$ cat config.mk
export PLATFORM = sky130hd
export DESIGN_NAME = uor_ep
export DESIGN_NICKNAME = d
export VERILOG_FILES = /design/src/hdl/uor_pkg.sv /design/src/hdl/uor_ep.sv /design/src/hdl/uor_fifo.sv
export SDC_FILE = /design/constraint.sdc
export NUM_CORES = 1
export LEC_CHECK = 0
export ABC_AREA = 1
export BUFFER_PORTS_ARGS = -buffer_cell sky130_fd_sc_hd__buf_2
export CORE_MARGIN = 4
export CORE_UTILIZATION = 40
export DETAILED_ROUTE_END_ITERATION = 8
export PLACE_DENSITY_LB_ADDON = 0.12
export SYNTH_ARGS = -nofsm -noshare
export SYNTH_HDL_FRONTEND = slang
export SYNTH_SLANG_ARGS = --single-unit
$ cat constraint.sdc
create_clock -name aclk -period 4.5 [get_ports aclk]
set_input_delay 0.675 -clock aclk [delete_from_list [all_inputs] [get_ports aclk]]
set_output_delay 0.675 -clock aclk [all_outputs]
set_load 0.02 [all_outputs]
$ cat src/hdl/uor_pkg.sv
/*
 OUT endpoint receive package: register offsets, field positions, reset
 values, packet-event and FIFO-entry structs, and a helper function.
 Assumes one clock (aclk, 100 MHz) and an AXI4-Lite register bus.
*/
package uor_pkg;
   // ----------------------------------------------------------------
   // register byte offsets
   // ----------------------------------------------------------------
   localparam logic [7:0] OFS_CONTROL = 8'h00;
   localparam logic [7:0] OFS_XFER_SIZE = 8'h04;
   localparam logic [7:0] OFS_IRQ_STATUS = 8'h08;
   localparam logic [7:0] OFS_IRQ_CLEAR = 8'h0C;
   localparam logic [7:0] OFS_IRQ_ENABLE = 8'h10;
   localparam logic [7:0] OFS_FIFO_POP = 8'h14;
   localparam logic [7:0] OFS_FIFO_STAT = 8'h18;
   localparam logic [7:0] OFS_FRAME = 8'h1C;
   // ----------------------------------------------------------------
   // control register fields
   // ----------------------------------------------------------------
   localparam int CTL_MPS_LSB = 0;
   localparam int CTL_ISO_BIT = 16;
   localparam int CTL_ODD_BIT = 17;
   localparam int CTL_NAK_BIT = 18;
   localparam int CTL_CLEAR_NAK_BIT_BIT = 26;
   localparam int CTL_SNAK_BIT = 27;
   localparam int CTL_ENA_BIT = 31;
   // ----------------------------------------------------------------
   // transfer size register fields
   // ----------------------------------------------------------------
   localparam int XS_SIZE_LSB = 0;
   localparam int XS_CNT_LSB = 19;
   localparam int XS_PID_LSB = 29;
   // ----------------------------------------------------------------
   // interrupt status bits
   // ----------------------------------------------------------------
   localparam int IRQ_TRANSFER_COMPLETE_IRQ = 0;
   localparam int IRQ_RXNE = 1;
   localparam int IRQ_DROP = 2;
   localparam logic [2:0] IRQ_RESET = 3'h0;
   // ----------------------------------------------------------------
   // fifo geometry and codes
   // ----------------------------------------------------------------
   localparam int FIFO_DEPTH = 16;
   localparam logic [4:0] FIFO_CNT_ZERO = 5'h00;
   localparam logic [1:0] PID_DATA0 = 2'h0;
   localparam logic [1:0] KIND_PACKET = 2'h0;
   localparam logic [1:0] KIND_DONE = 2'h1;
   localparam logic [31:0] AXI_DECERR_DATA = 32'h0000_0000;
   localparam logic [1:0] RESP_OKAY = 2'h0;
   localparam logic [1:0] RESP_SLVERR = 2'h2;

   // one received OUT data packet reported by the link layer
   typedef struct packed {
      logic [10:0] len;
      logic [1:0] pid;
      logic crc_ok;
      logic iso;
   } uor_pkt_t;

   // one receive fifo status entry
   typedef struct packed {
      logic [1:0] kind;
      logic [1:0] pid;
      logic [10:0] len;
   } uor_entry_t;

   function automatic logic [18:0] uor_sub_len(input logic [18:0] size,
                                               input logic [10:0] len);
      if (size > {8'h00, len}) begin
         return size - {8'h00, len};
      end
      return 19'h00000;
   endfunction : uor_sub_len
endpackage : uor_pkg

$ cat src/hdl/uor_ep.sv
/*
 OUT endpoint receive path: packet acceptance, nak control, counters,
 completion entries, interrupts and an AXI4-Lite register slave.
 Assumes the link layer gives one-cycle packet events and token strobes
 synchronous to aclk; the payload bytes themselves are stored elsewhere.
*/
// Decided for this implementation: the placing of the registers and the AXI4-Lite slave port.
`timescale 1ns/100ps
`default_nettype none
module uor_ep (
   input wire logic aclk,
   input wire logic aresetn,
   input wire logic [31:0] s_axi_awaddr,
   input wire logic s_axi_awvalid,
   output logic s_axi_awready,
   input wire logic [31:0] s_axi_wdata,
   input wire logic [3:0] s_axi_wstrb,
   input wire logic s_axi_wvalid,
   output logic s_axi_wready,
   output logic [1:0] s_axi_bresp,
   output logic s_axi_bvalid,
   input wire logic s_axi_bready,
   input wire logic [31:0] s_axi_araddr,
   input wire logic s_axi_arvalid,
   output logic s_axi_arready,
   output logic [31:0] s_axi_rdata,
   output logic [1:0] s_axi_rresp,
   output logic s_axi_rvalid,
   input wire logic s_axi_rready,
   input wire logic pkt_valid,
   input wire uor_pkg::uor_pkt_t pkt,
   input wire logic token_valid,
   output logic token_nak,
   output logic token_ack,
   input wire logic [13:0] received_frame_number,
   output logic irq
);
   import uor_pkg::*;

   // ----------------------------------------------------------------
   // state
   // ----------------------------------------------------------------
   logic [10:0] mps_reg;
   logic iso_reg;
   logic odd_reg;
   logic nak_reg;
   logic ena_reg;
   logic [18:0] size_reg;
   logic [9:0] cnt_reg;
   logic [1:0] rxpid_reg;
   logic [1:0] last_pid_reg;
   logic pid_valid_reg;
   logic done_pend_reg;
   logic [2:0] sts_reg;
   logic [2:0] en_reg;
   logic aw_got_reg;
   logic w_got_reg;
   logic [7:0] aw_addr_reg;
   logic [31:0] w_data_reg;
   logic [3:0] w_strb_reg;

   // ----------------------------------------------------------------
   // fifo
   // ----------------------------------------------------------------
   uor_entry_t f_wdata;
   uor_entry_t f_rdata;
   logic f_wr;
   logic f_rd;
   logic f_empty;
   logic f_full;
   logic [4:0] f_count;
   // status entries only; payload bytes live in a separate buffer
   uor_fifo u_fifo (
      .aclk(aclk),
      .aresetn(aresetn),
      .wr_en(f_wr),
      .wr_data(f_wdata),
      .rd_en(f_rd),
      .rd_data(f_rdata),
      .empty(f_empty),
      .full(f_full),
      .count(f_count)
   );

   // ----------------------------------------------------------------
   // packet acceptance
   // ----------------------------------------------------------------
   wire frame_ok = !iso_reg || (odd_reg == received_frame_number[0]);
   wire ep_open = ena_reg && !nak_reg && frame_ok;
   wire dup_pkt = !pkt.iso && pid_valid_reg && (pkt.pid == last_pid_reg);
   wire pkt_take = pkt_valid && ep_open && pkt.crc_ok
      && !dup_pkt && !f_full;
   wire pkt_drop_full = pkt_valid && ep_open && pkt.crc_ok && f_full;
   wire pkt_short = pkt.len < mps_reg;
   wire [9:0] cnt_after = cnt_reg - 10'h001;
   // done entry waits one free slot after the packet goes in
   wire done_push = done_pend_reg && !pkt_take && !f_full;
   assign f_wr = pkt_take || done_push;
   assign f_wdata = pkt_take
      ? uor_entry_t'{kind: KIND_PACKET, pid: pkt.pid, len: pkt.len}
      : uor_entry_t'{kind: KIND_DONE, pid: PID_DATA0, len: 11'h000};

   // ----------------------------------------------------------------
   // register bus decode
   // ----------------------------------------------------------------
   wire wr_fire = aw_got_reg && w_got_reg && !s_axi_bvalid;
   wire rd_fire = s_axi_arvalid && s_axi_arready;
   wire [7:0] ra = s_axi_araddr[7:0];
   wire ra_hit = (s_axi_araddr[31:8] == 24'h000000) && (ra[1:0] == 2'h0)
      && (ra <= OFS_FRAME);
   wire wa_hit = (aw_addr_reg <= OFS_FRAME);
   wire wr_ctl = wr_fire && (aw_addr_reg == OFS_CONTROL) && w_strb_reg[3];
   wire wr_xs = wr_fire && (aw_addr_reg == OFS_XFER_SIZE) && (&w_strb_reg);
   wire wr_clr = wr_fire && (aw_addr_reg == OFS_IRQ_CLEAR) && w_strb_reg[0];
   wire wr_en_r = wr_fire && (aw_addr_reg == OFS_IRQ_ENABLE) && w_strb_reg[0];
   // a read of the pop register takes the head entry
   assign f_rd = rd_fire && (ra == OFS_FIFO_POP) && !f_empty;
   wire pop_pkt = f_rd && (f_rdata.kind == KIND_PACKET);
   wire pop_done = f_rd && (f_rdata.kind == KIND_DONE);
   // nak strobes at bits 26 and 27 are write-one and read back as zero
   wire [31:0] ctl_word = {ena_reg, 12'h000, nak_reg, odd_reg, iso_reg,
      5'h00, mps_reg};
   wire [31:0] xs_word = {1'b0, rxpid_reg, cnt_reg, size_reg};
   wire [31:0] pop_word = {15'h0000, f_empty, 1'b0, f_rdata};
   wire [31:0] rd_word =
      (ra == OFS_CONTROL) ? ctl_word :
      (ra == OFS_XFER_SIZE) ? xs_word :
      (ra == OFS_IRQ_STATUS) ? {29'h0, sts_reg} :
      (ra == OFS_IRQ_ENABLE) ? {29'h0, en_reg} :
      (ra == OFS_FIFO_POP) ? pop_word :
      (ra == OFS_FIFO_STAT) ? {27'h0, f_count} :
      (ra == OFS_FRAME) ? {18'h0, received_frame_number} :
      AXI_DECERR_DATA;

   // ----------------------------------------------------------------
   // interrupt events
   // ----------------------------------------------------------------
   // an event in the same cycle as its clear leaves the bit set
   wire [2:0] ev = {pkt_drop_full, pkt_take, pop_done};
   wire [2:0] clr = wr_clr ? w_data_reg[2:0] : 3'h0;
   wire [2:0] sts_next = ev | (sts_reg & ~clr);

   // ----------------------------------------------------------------
   // endpoint control state
   // ----------------------------------------------------------------
   always_ff @(posedge aclk) begin
      if (!aresetn) begin
         mps_reg <= 11'h000;
         iso_reg <= 1'b0;
         odd_reg <= 1'b0;
         nak_reg <= 1'b1;
         ena_reg <= 1'b0;
      end else begin
         if (wr_ctl) begin
            mps_reg <= w_data_reg[CTL_MPS_LSB +: 11];
            iso_reg <= w_data_reg[CTL_ISO_BIT];
            odd_reg <= w_data_reg[CTL_ODD_BIT];
            ena_reg <= w_data_reg[CTL_ENA_BIT];
         end
         if (pop_done) begin
            ena_reg <= 1'b0;
         end
         // set-nak and the automatic nak both win over clear-nak
         if (wr_ctl && w_data_reg[CTL_CLEAR_NAK_BIT_BIT]) begin
            nak_reg <= 1'b0;
         end
         if (wr_ctl && w_data_reg[CTL_SNAK_BIT]) begin
            nak_reg <= 1'b1;
         end
         if (pkt_take && (cnt_after == 10'h000 || pkt_short)) begin
            nak_reg <= 1'b1;
         end
      end
   end

   always_ff @(posedge aclk) begin
      if (!aresetn) begin
         size_reg <= 19'h00000;
         cnt_reg <= 10'h000;
         rxpid_reg <= PID_DATA0;
      end else begin
         // a size register write wins over a pop in the same cycle
         if (wr_xs) begin
            size_reg <= w_data_reg[XS_SIZE_LSB +: 19];
         end else if (pop_pkt) begin
            size_reg <= uor_sub_len(size_reg, f_rdata.len);
         end
         if (wr_xs) begin
            cnt_reg <= w_data_reg[XS_CNT_LSB +: 10];
         end else if (pkt_take) begin
            cnt_reg <= cnt_after;
         end
         if (pop_pkt && iso_reg) begin
            rxpid_reg <= f_rdata.pid;
         end
      end
   end

   // ----------------------------------------------------------------
   // duplicate tracking and completion
   // ----------------------------------------------------------------
   always_ff @(posedge aclk) begin
      if (!aresetn) begin
         last_pid_reg <= PID_DATA0;
         pid_valid_reg <= 1'b0;
         done_pend_reg <= 1'b0;
      end else begin
         // a fresh enable forgets the last pid, so no first-packet repeat
         if (wr_ctl && w_data_reg[CTL_ENA_BIT]) begin
            pid_valid_reg <= 1'b0;
         end
         if (pkt_take && !pkt.iso) begin
            last_pid_reg <= pkt.pid;
            pid_valid_reg <= 1'b1;
         end
         if (pkt_take && (cnt_after == 10'h000 || pkt_short)) begin
            done_pend_reg <= 1'b1;
         end else if (done_push) begin
            done_pend_reg <= 1'b0;
         end
      end
   end

   // ----------------------------------------------------------------
   // token handshake and interrupts
   // ----------------------------------------------------------------
   always_ff @(posedge aclk) begin
      if (!aresetn) begin
         token_nak <= 1'b0;
         token_ack <= 1'b0;
         sts_reg <= IRQ_RESET;
         en_reg <= IRQ_RESET;
         irq <= 1'b0;
      end else begin
         // answers stand for one cycle, one cycle after the token strobe
         token_nak <= token_valid && !iso_reg
            && (!ep_open || f_full);
         token_ack <= token_valid && !iso_reg && ep_open && !f_full;
         sts_reg <= sts_next;
         if (wr_en_r) begin
            en_reg <= w_data_reg[2:0];
         end
         irq <= |(sts_next & (wr_en_r ? w_data_reg[2:0] : en_reg));
      end
   end

   // ----------------------------------------------------------------
   // axi4-lite handshakes
   // ----------------------------------------------------------------
   always_ff @(posedge aclk) begin
      if (!aresetn) begin
         aw_got_reg <= 1'b0;
         w_got_reg <= 1'b0;
         aw_addr_reg <= 8'h00;
         w_data_reg <= 32'h0000_0000;
         w_strb_reg <= 4'h0;
         s_axi_awready <= 1'b0;
         s_axi_wready <= 1'b0;
         s_axi_bvalid <= 1'b0;
         s_axi_bresp <= RESP_OKAY;
      end else begin
         s_axi_awready <= !aw_got_reg && !s_axi_awready && !s_axi_bvalid;
         s_axi_wready <= !w_got_reg && !s_axi_wready && !s_axi_bvalid;
         if (s_axi_awvalid && s_axi_awready) begin
            aw_got_reg <= 1'b1;
            aw_addr_reg <= (s_axi_awaddr[31:8] == 24'h000000
               && s_axi_awaddr[1:0] == 2'h0) ? s_axi_awaddr[7:0] : 8'hFF;
         end
         if (s_axi_wvalid && s_axi_wready) begin
            w_got_reg <= 1'b1;
            w_data_reg <= s_axi_wdata;
            w_strb_reg <= s_axi_wstrb;
         end
         if (wr_fire) begin
            aw_got_reg <= 1'b0;
            w_got_reg <= 1'b0;
            s_axi_bvalid <= 1'b1;
            s_axi_bresp <= wa_hit ? RESP_OKAY : RESP_SLVERR;
         end else if (s_axi_bvalid && s_axi_bready) begin
            s_axi_bvalid <= 1'b0;
         end
      end
   end

   // ----------------------------------------------------------------
   // axi4-lite read channel
   // ----------------------------------------------------------------
   always_ff @(posedge aclk) begin
      if (!aresetn) begin
         s_axi_arready <= 1'b0;
         s_axi_rvalid <= 1'b0;
         s_axi_rdata <= 32'h0000_0000;
         s_axi_rresp <= RESP_OKAY;
      end else begin
         s_axi_arready <= !s_axi_arready && !s_axi_rvalid && !rd_fire;
         if (rd_fire) begin
            s_axi_rvalid <= 1'b1;
            s_axi_rdata <= rd_word;
            s_axi_rresp <= ra_hit ? RESP_OKAY : RESP_SLVERR;
         end else if (s_axi_rvalid && s_axi_rready) begin
            s_axi_rvalid <= 1'b0;
         end
      end
   end
endmodule : uor_ep
`default_nettype wire

$ cat src/hdl/uor_fifo.sv
/*
 Receive FIFO of status entries for the OUT endpoint.
 Assumes writer checks full and reader checks empty before acting.
*/
`timescale 1ns/100ps
`default_nettype none
module uor_fifo (
   input wire logic aclk,
   input wire logic aresetn,
   input wire logic wr_en,
   input wire uor_pkg::uor_entry_t wr_data,
   input wire logic rd_en,
   output uor_pkg::uor_entry_t rd_data,
   output logic empty,
   output logic full,
   output logic [4:0] count
);
   import uor_pkg::*;
   uor_entry_t mem [FIFO_DEPTH];
   logic [3:0] wp_reg;
   logic [3:0] rp_reg;
   logic [4:0] cnt_reg;
   wire do_wr = wr_en && !full;
   wire do_rd = rd_en && !empty;
   assign empty = (cnt_reg == FIFO_CNT_ZERO);
   assign full = (cnt_reg == 5'(FIFO_DEPTH));
   assign count = cnt_reg;
   assign rd_data = mem[rp_reg];
   always_ff @(posedge aclk) begin
      if (do_wr) begin
         mem[wp_reg] <= wr_data;
      end
   end
   always_ff @(posedge aclk) begin
      if (!aresetn) begin
         wp_reg <= 4'h0;
         rp_reg <= 4'h0;
         cnt_reg <= FIFO_CNT_ZERO;
      end else begin
         wp_reg <= wp_reg + 4'(do_wr);
         rp_reg <= rp_reg + 4'(do_rd);
         cnt_reg <= cnt_reg + 5'(do_wr) - 5'(do_rd);
      end
   end
endmodule : uor_fifo
`default_nettype wire

==> run summary <==
Hpwl dp: 35500 µm
Register area share after synthesis: 0.568
Net count reported at finish: 2265
Post-CTS sizing: 0
Final Max Slew Viols: 0
Seq cells post-synth: 379
Post-Syn Area: 17300 µm²
Iter 0 DRT Violations: 1222
Critical Path End Type: flip-flop
Clk pwr share: 0.455
# setup viols final: 0
FF-to-FF path depth: 17
Post-Syn Area per Cell: 9.01 µm²
Die Height: 216 µm
Post-synthesis async set-or-reset flop share: 0
Top FF cell, synth: edfxtp_1
Mean number of vias per cell: 5.27
Worst hold path class: in -> reg
Slowest Stage Delay on Critical Path: 0.55 ns
Crit-path most repeated cell: nand2_1
Arrival time at the worst endpoint: 4.06 ns
Fraction of layout cells with a size suffix above 1: 0.142
Worst R2R End: size_reg[9]$_SDFFE_PN0P_
Worst vdd ir: 304 µV
Vias in the first global route: 13600
Leak Pwr: 7.70 nW
Total global-route track usage: 0.220
Post-synth EDFFs: 224
FILL cells: 4090
Post-Syn Instances: 1921
Critical path class: reg -> reg
Yosys warnings: 0
Wire per inst: 19.5 µm
WHS Path Cells: 3
Final Non-Filler Cells: 2700
IO Port Bufs: 177
Htree depth: 2
Remaining DRCs: 0
Vias post-DR: 14200
Final Wtd Congestion: 0.881
CTS tree: yes
Die width: 216 µm
Reg2reg setup slack: 0.95 ns
Root Buffer: clkbuf_16
Endpoint, Worst Hold: aw_addr_reg[6]$_SDFFE_PN0P_
Crit path cell chain: buf_4 -> o21ai_0 -> o211ai_1 -> nand3_1 -> nand2_1 -> inv_1 -> ha_1 -> nand2_1 -> nor2_1 -> nand2_1 -> nor3_2 -> o21ai_2 -> nor2_4 -> nand2_1 -> nand3_1 -> nand2_1 -> inv_1
Max reg flops: 224
Outcome: completed
CP required: 5.02 ns
Skew final: 0.0196 ns
Clock Latency Late Sink: 0.57 ns
Setup Total Neg Slack: 0 ns
Crit path max fanout: 59
Die area: 46600 µm²
Comb power frac: 0.035
Core area: 42300 µm²
Drt pass-1 iters: 6
RSZ-0062 raised after global routing: false
Core Rows: 75
Most frequent cells in the layout: nand2_1 (333), nor2_1 (240), edfxtp_1 (224)
WL final: 52500 µm
Synth-to-Final Area Change: 16.0%
Power, Total: 7.24 mW
Clk buf depth: 3
Most common cell after layout, fill and taps aside: nand2_1
Power per Cell Area: 361 nW/µm²
Unique masters post-synth: 48
Switching Share: 0.223
Grt ovf: 0
Min-delay src: s_axi_awaddr[6]
Int Power: 5.62 mW
Core Util, Final: 0.474
Worst path slowest cell: buf_4
Hold buffers post-CTS: 0
F_max: 0.282 GHz
Starting Density: 0.409
Remaining antenna violation count: 0
Flop pwr share: 0.510
Final Hold Vio Count: 0
Antenna diode count: 0
Post-route clock period utilization: 0.788
Switching power: 1.62 mW
Dpl cells: 2625
Largest net degree at the start of global routing: 133
Num Clock Sinks: 379
Post-CTS Setup Bufs: 0
CP Launch Type: flip-flop
I/O pin count: 182
First-pass GRT wire length: 79400 µm
Max-Cap Viols: 0
Clk slew on worst S/H paths: 0.06 ns
Post-layout min period: 3.55 ns
Worst-margin pin slew: 1.10 ns
Initial antenna violation count: 3
CTS Buf Count: 42
Reg-to-Reg Start: u_fifo.rp_reg[1]$_SDFF_PN0_
Max_slew headroom: 0.266
worst max-delay path, delay by kind of cell (launching register included):
kind	cells	cell delay [ns]
AO/OA/AOI/OAI	3	0.56
AND/OR/NAND/NOR	10	1.52
buffers and inverters	3	0.69
flip-flops	1	0.32
adder cells (fa/ha/maj)	1	0.35
cell type report:
type                       count  area, µm²  share of cell area
multi-input combinational   1248       6230               0.310
timing repair buffer         215       1210              0.0602
tap                          577        722              0.0360
clock inverter                12        105             0.00524
clock buffer                  63       1200              0.0598
inverter                     206        776              0.0386
sequential                   379       9830               0.490
per-stage QoR:
stage               area (µm²)  setup WS [ns]  hold WS [ns]
floorplan                17300           1.42         0.401
global placement         18800          0.925         0.426
detailed placement       18800          0.870         0.433
CTS                      20100          0.936         0.285
global route             20100          0.507         0.294
finish                   20100          0.955         0.317
layer usage:
metal / GRT usage / up-vias / part of all wire
li1: - / 6866 / -
met1: 0.321 / 6806 / 0.47
met2: 0.329 / 452 / 0.43
met3: 0.0388 / 99 / 0.064
met4: 0.0824 / 4 / 0.036
met5: 0 / - / 0.00065
logic make-up (layout without fill, tap and decap cells):
| logic type | Yosys count | count (layout) | synth area share |
|---|---|---|---|
| buffers and inverters | 295 | 496 | 0.0732 |
| AOI/OAI and AO/OA | 413 | 413 | 0.130 |
| other | 1 | 2 | 0.000217 |
| and+or+nand+nor | 779 | 779 | 0.193 |
| xor gates and xnor gates | 19 | 19 | 0.00962 |
| DFF | 379 | 379 | 0.568 |
| adders and majority gates | 35 | 35 | 0.0262 |
cells in the mapped netlist (all sizes together) (2+ instances only):
library cell  count  area (µm²)
ha               33         413
inv             205         772
a31oi            10        62.6
clkbuf           45         169
nand2           338        1300
a22oi             3        22.5
nand3           117         601
xor2             11        96.3
a21oi           152         761
nor3             24         146
o21bai            2        15.0
fa                2        40.0
nor2            249         965
o211ai           46         345
xnor2             8        70.1
o221ai            2        17.5
nor4             18         113
a211oi            5        37.5
o22ai             2        12.5
dfxtp           155        3100
o31ai             4        30.0
nand3b            5        37.5
edfxtp          224        6730
nand4            26         163
buf              44         322
o21ai           185         930
power groups by stage:
stage | clock [mW] | sequential, mW | combinational (mW)
after detailed placement | 0 | 3.76 | 0.254
final | 3.29 | 3.69 | 0.254
after CTS | 3.38 | 3.69 | 0.255
after global routing | 3.51 | 3.69 | 0.283
after global placement | 0 | 3.76 | 0.250
after floorplan | 0 | 3.77 | 0.125
worst max path at each step:
stage                                            from                           to  slack [ns]  cells past startpoint
after CTS                 u_fifo.rp_reg[1]$_SDFF_PN0_     size_reg[9]$_SDFFE_PN0P_        0.94                     17
after global placement                s_axi_araddr[5]   u_fifo.count[4]$_SDFF_PN0_        0.93                     15
after floorplan              received_frame_number[0]  u_fifo.mem[10][0]$_DFFE_PP_        1.42                     11
final                     u_fifo.rp_reg[1]$_SDFF_PN0_     size_reg[9]$_SDFFE_PN0P_        0.95                     17
after detailed placement              s_axi_araddr[5]   u_fifo.count[4]$_SDFF_PN0_        0.87                     15
after global routing      u_fifo.rp_reg[1]$_SDFF_PN0_    size_reg[16]$_SDFFE_PN0P_        0.51                     18
Power figures use the tool's default switching activity.
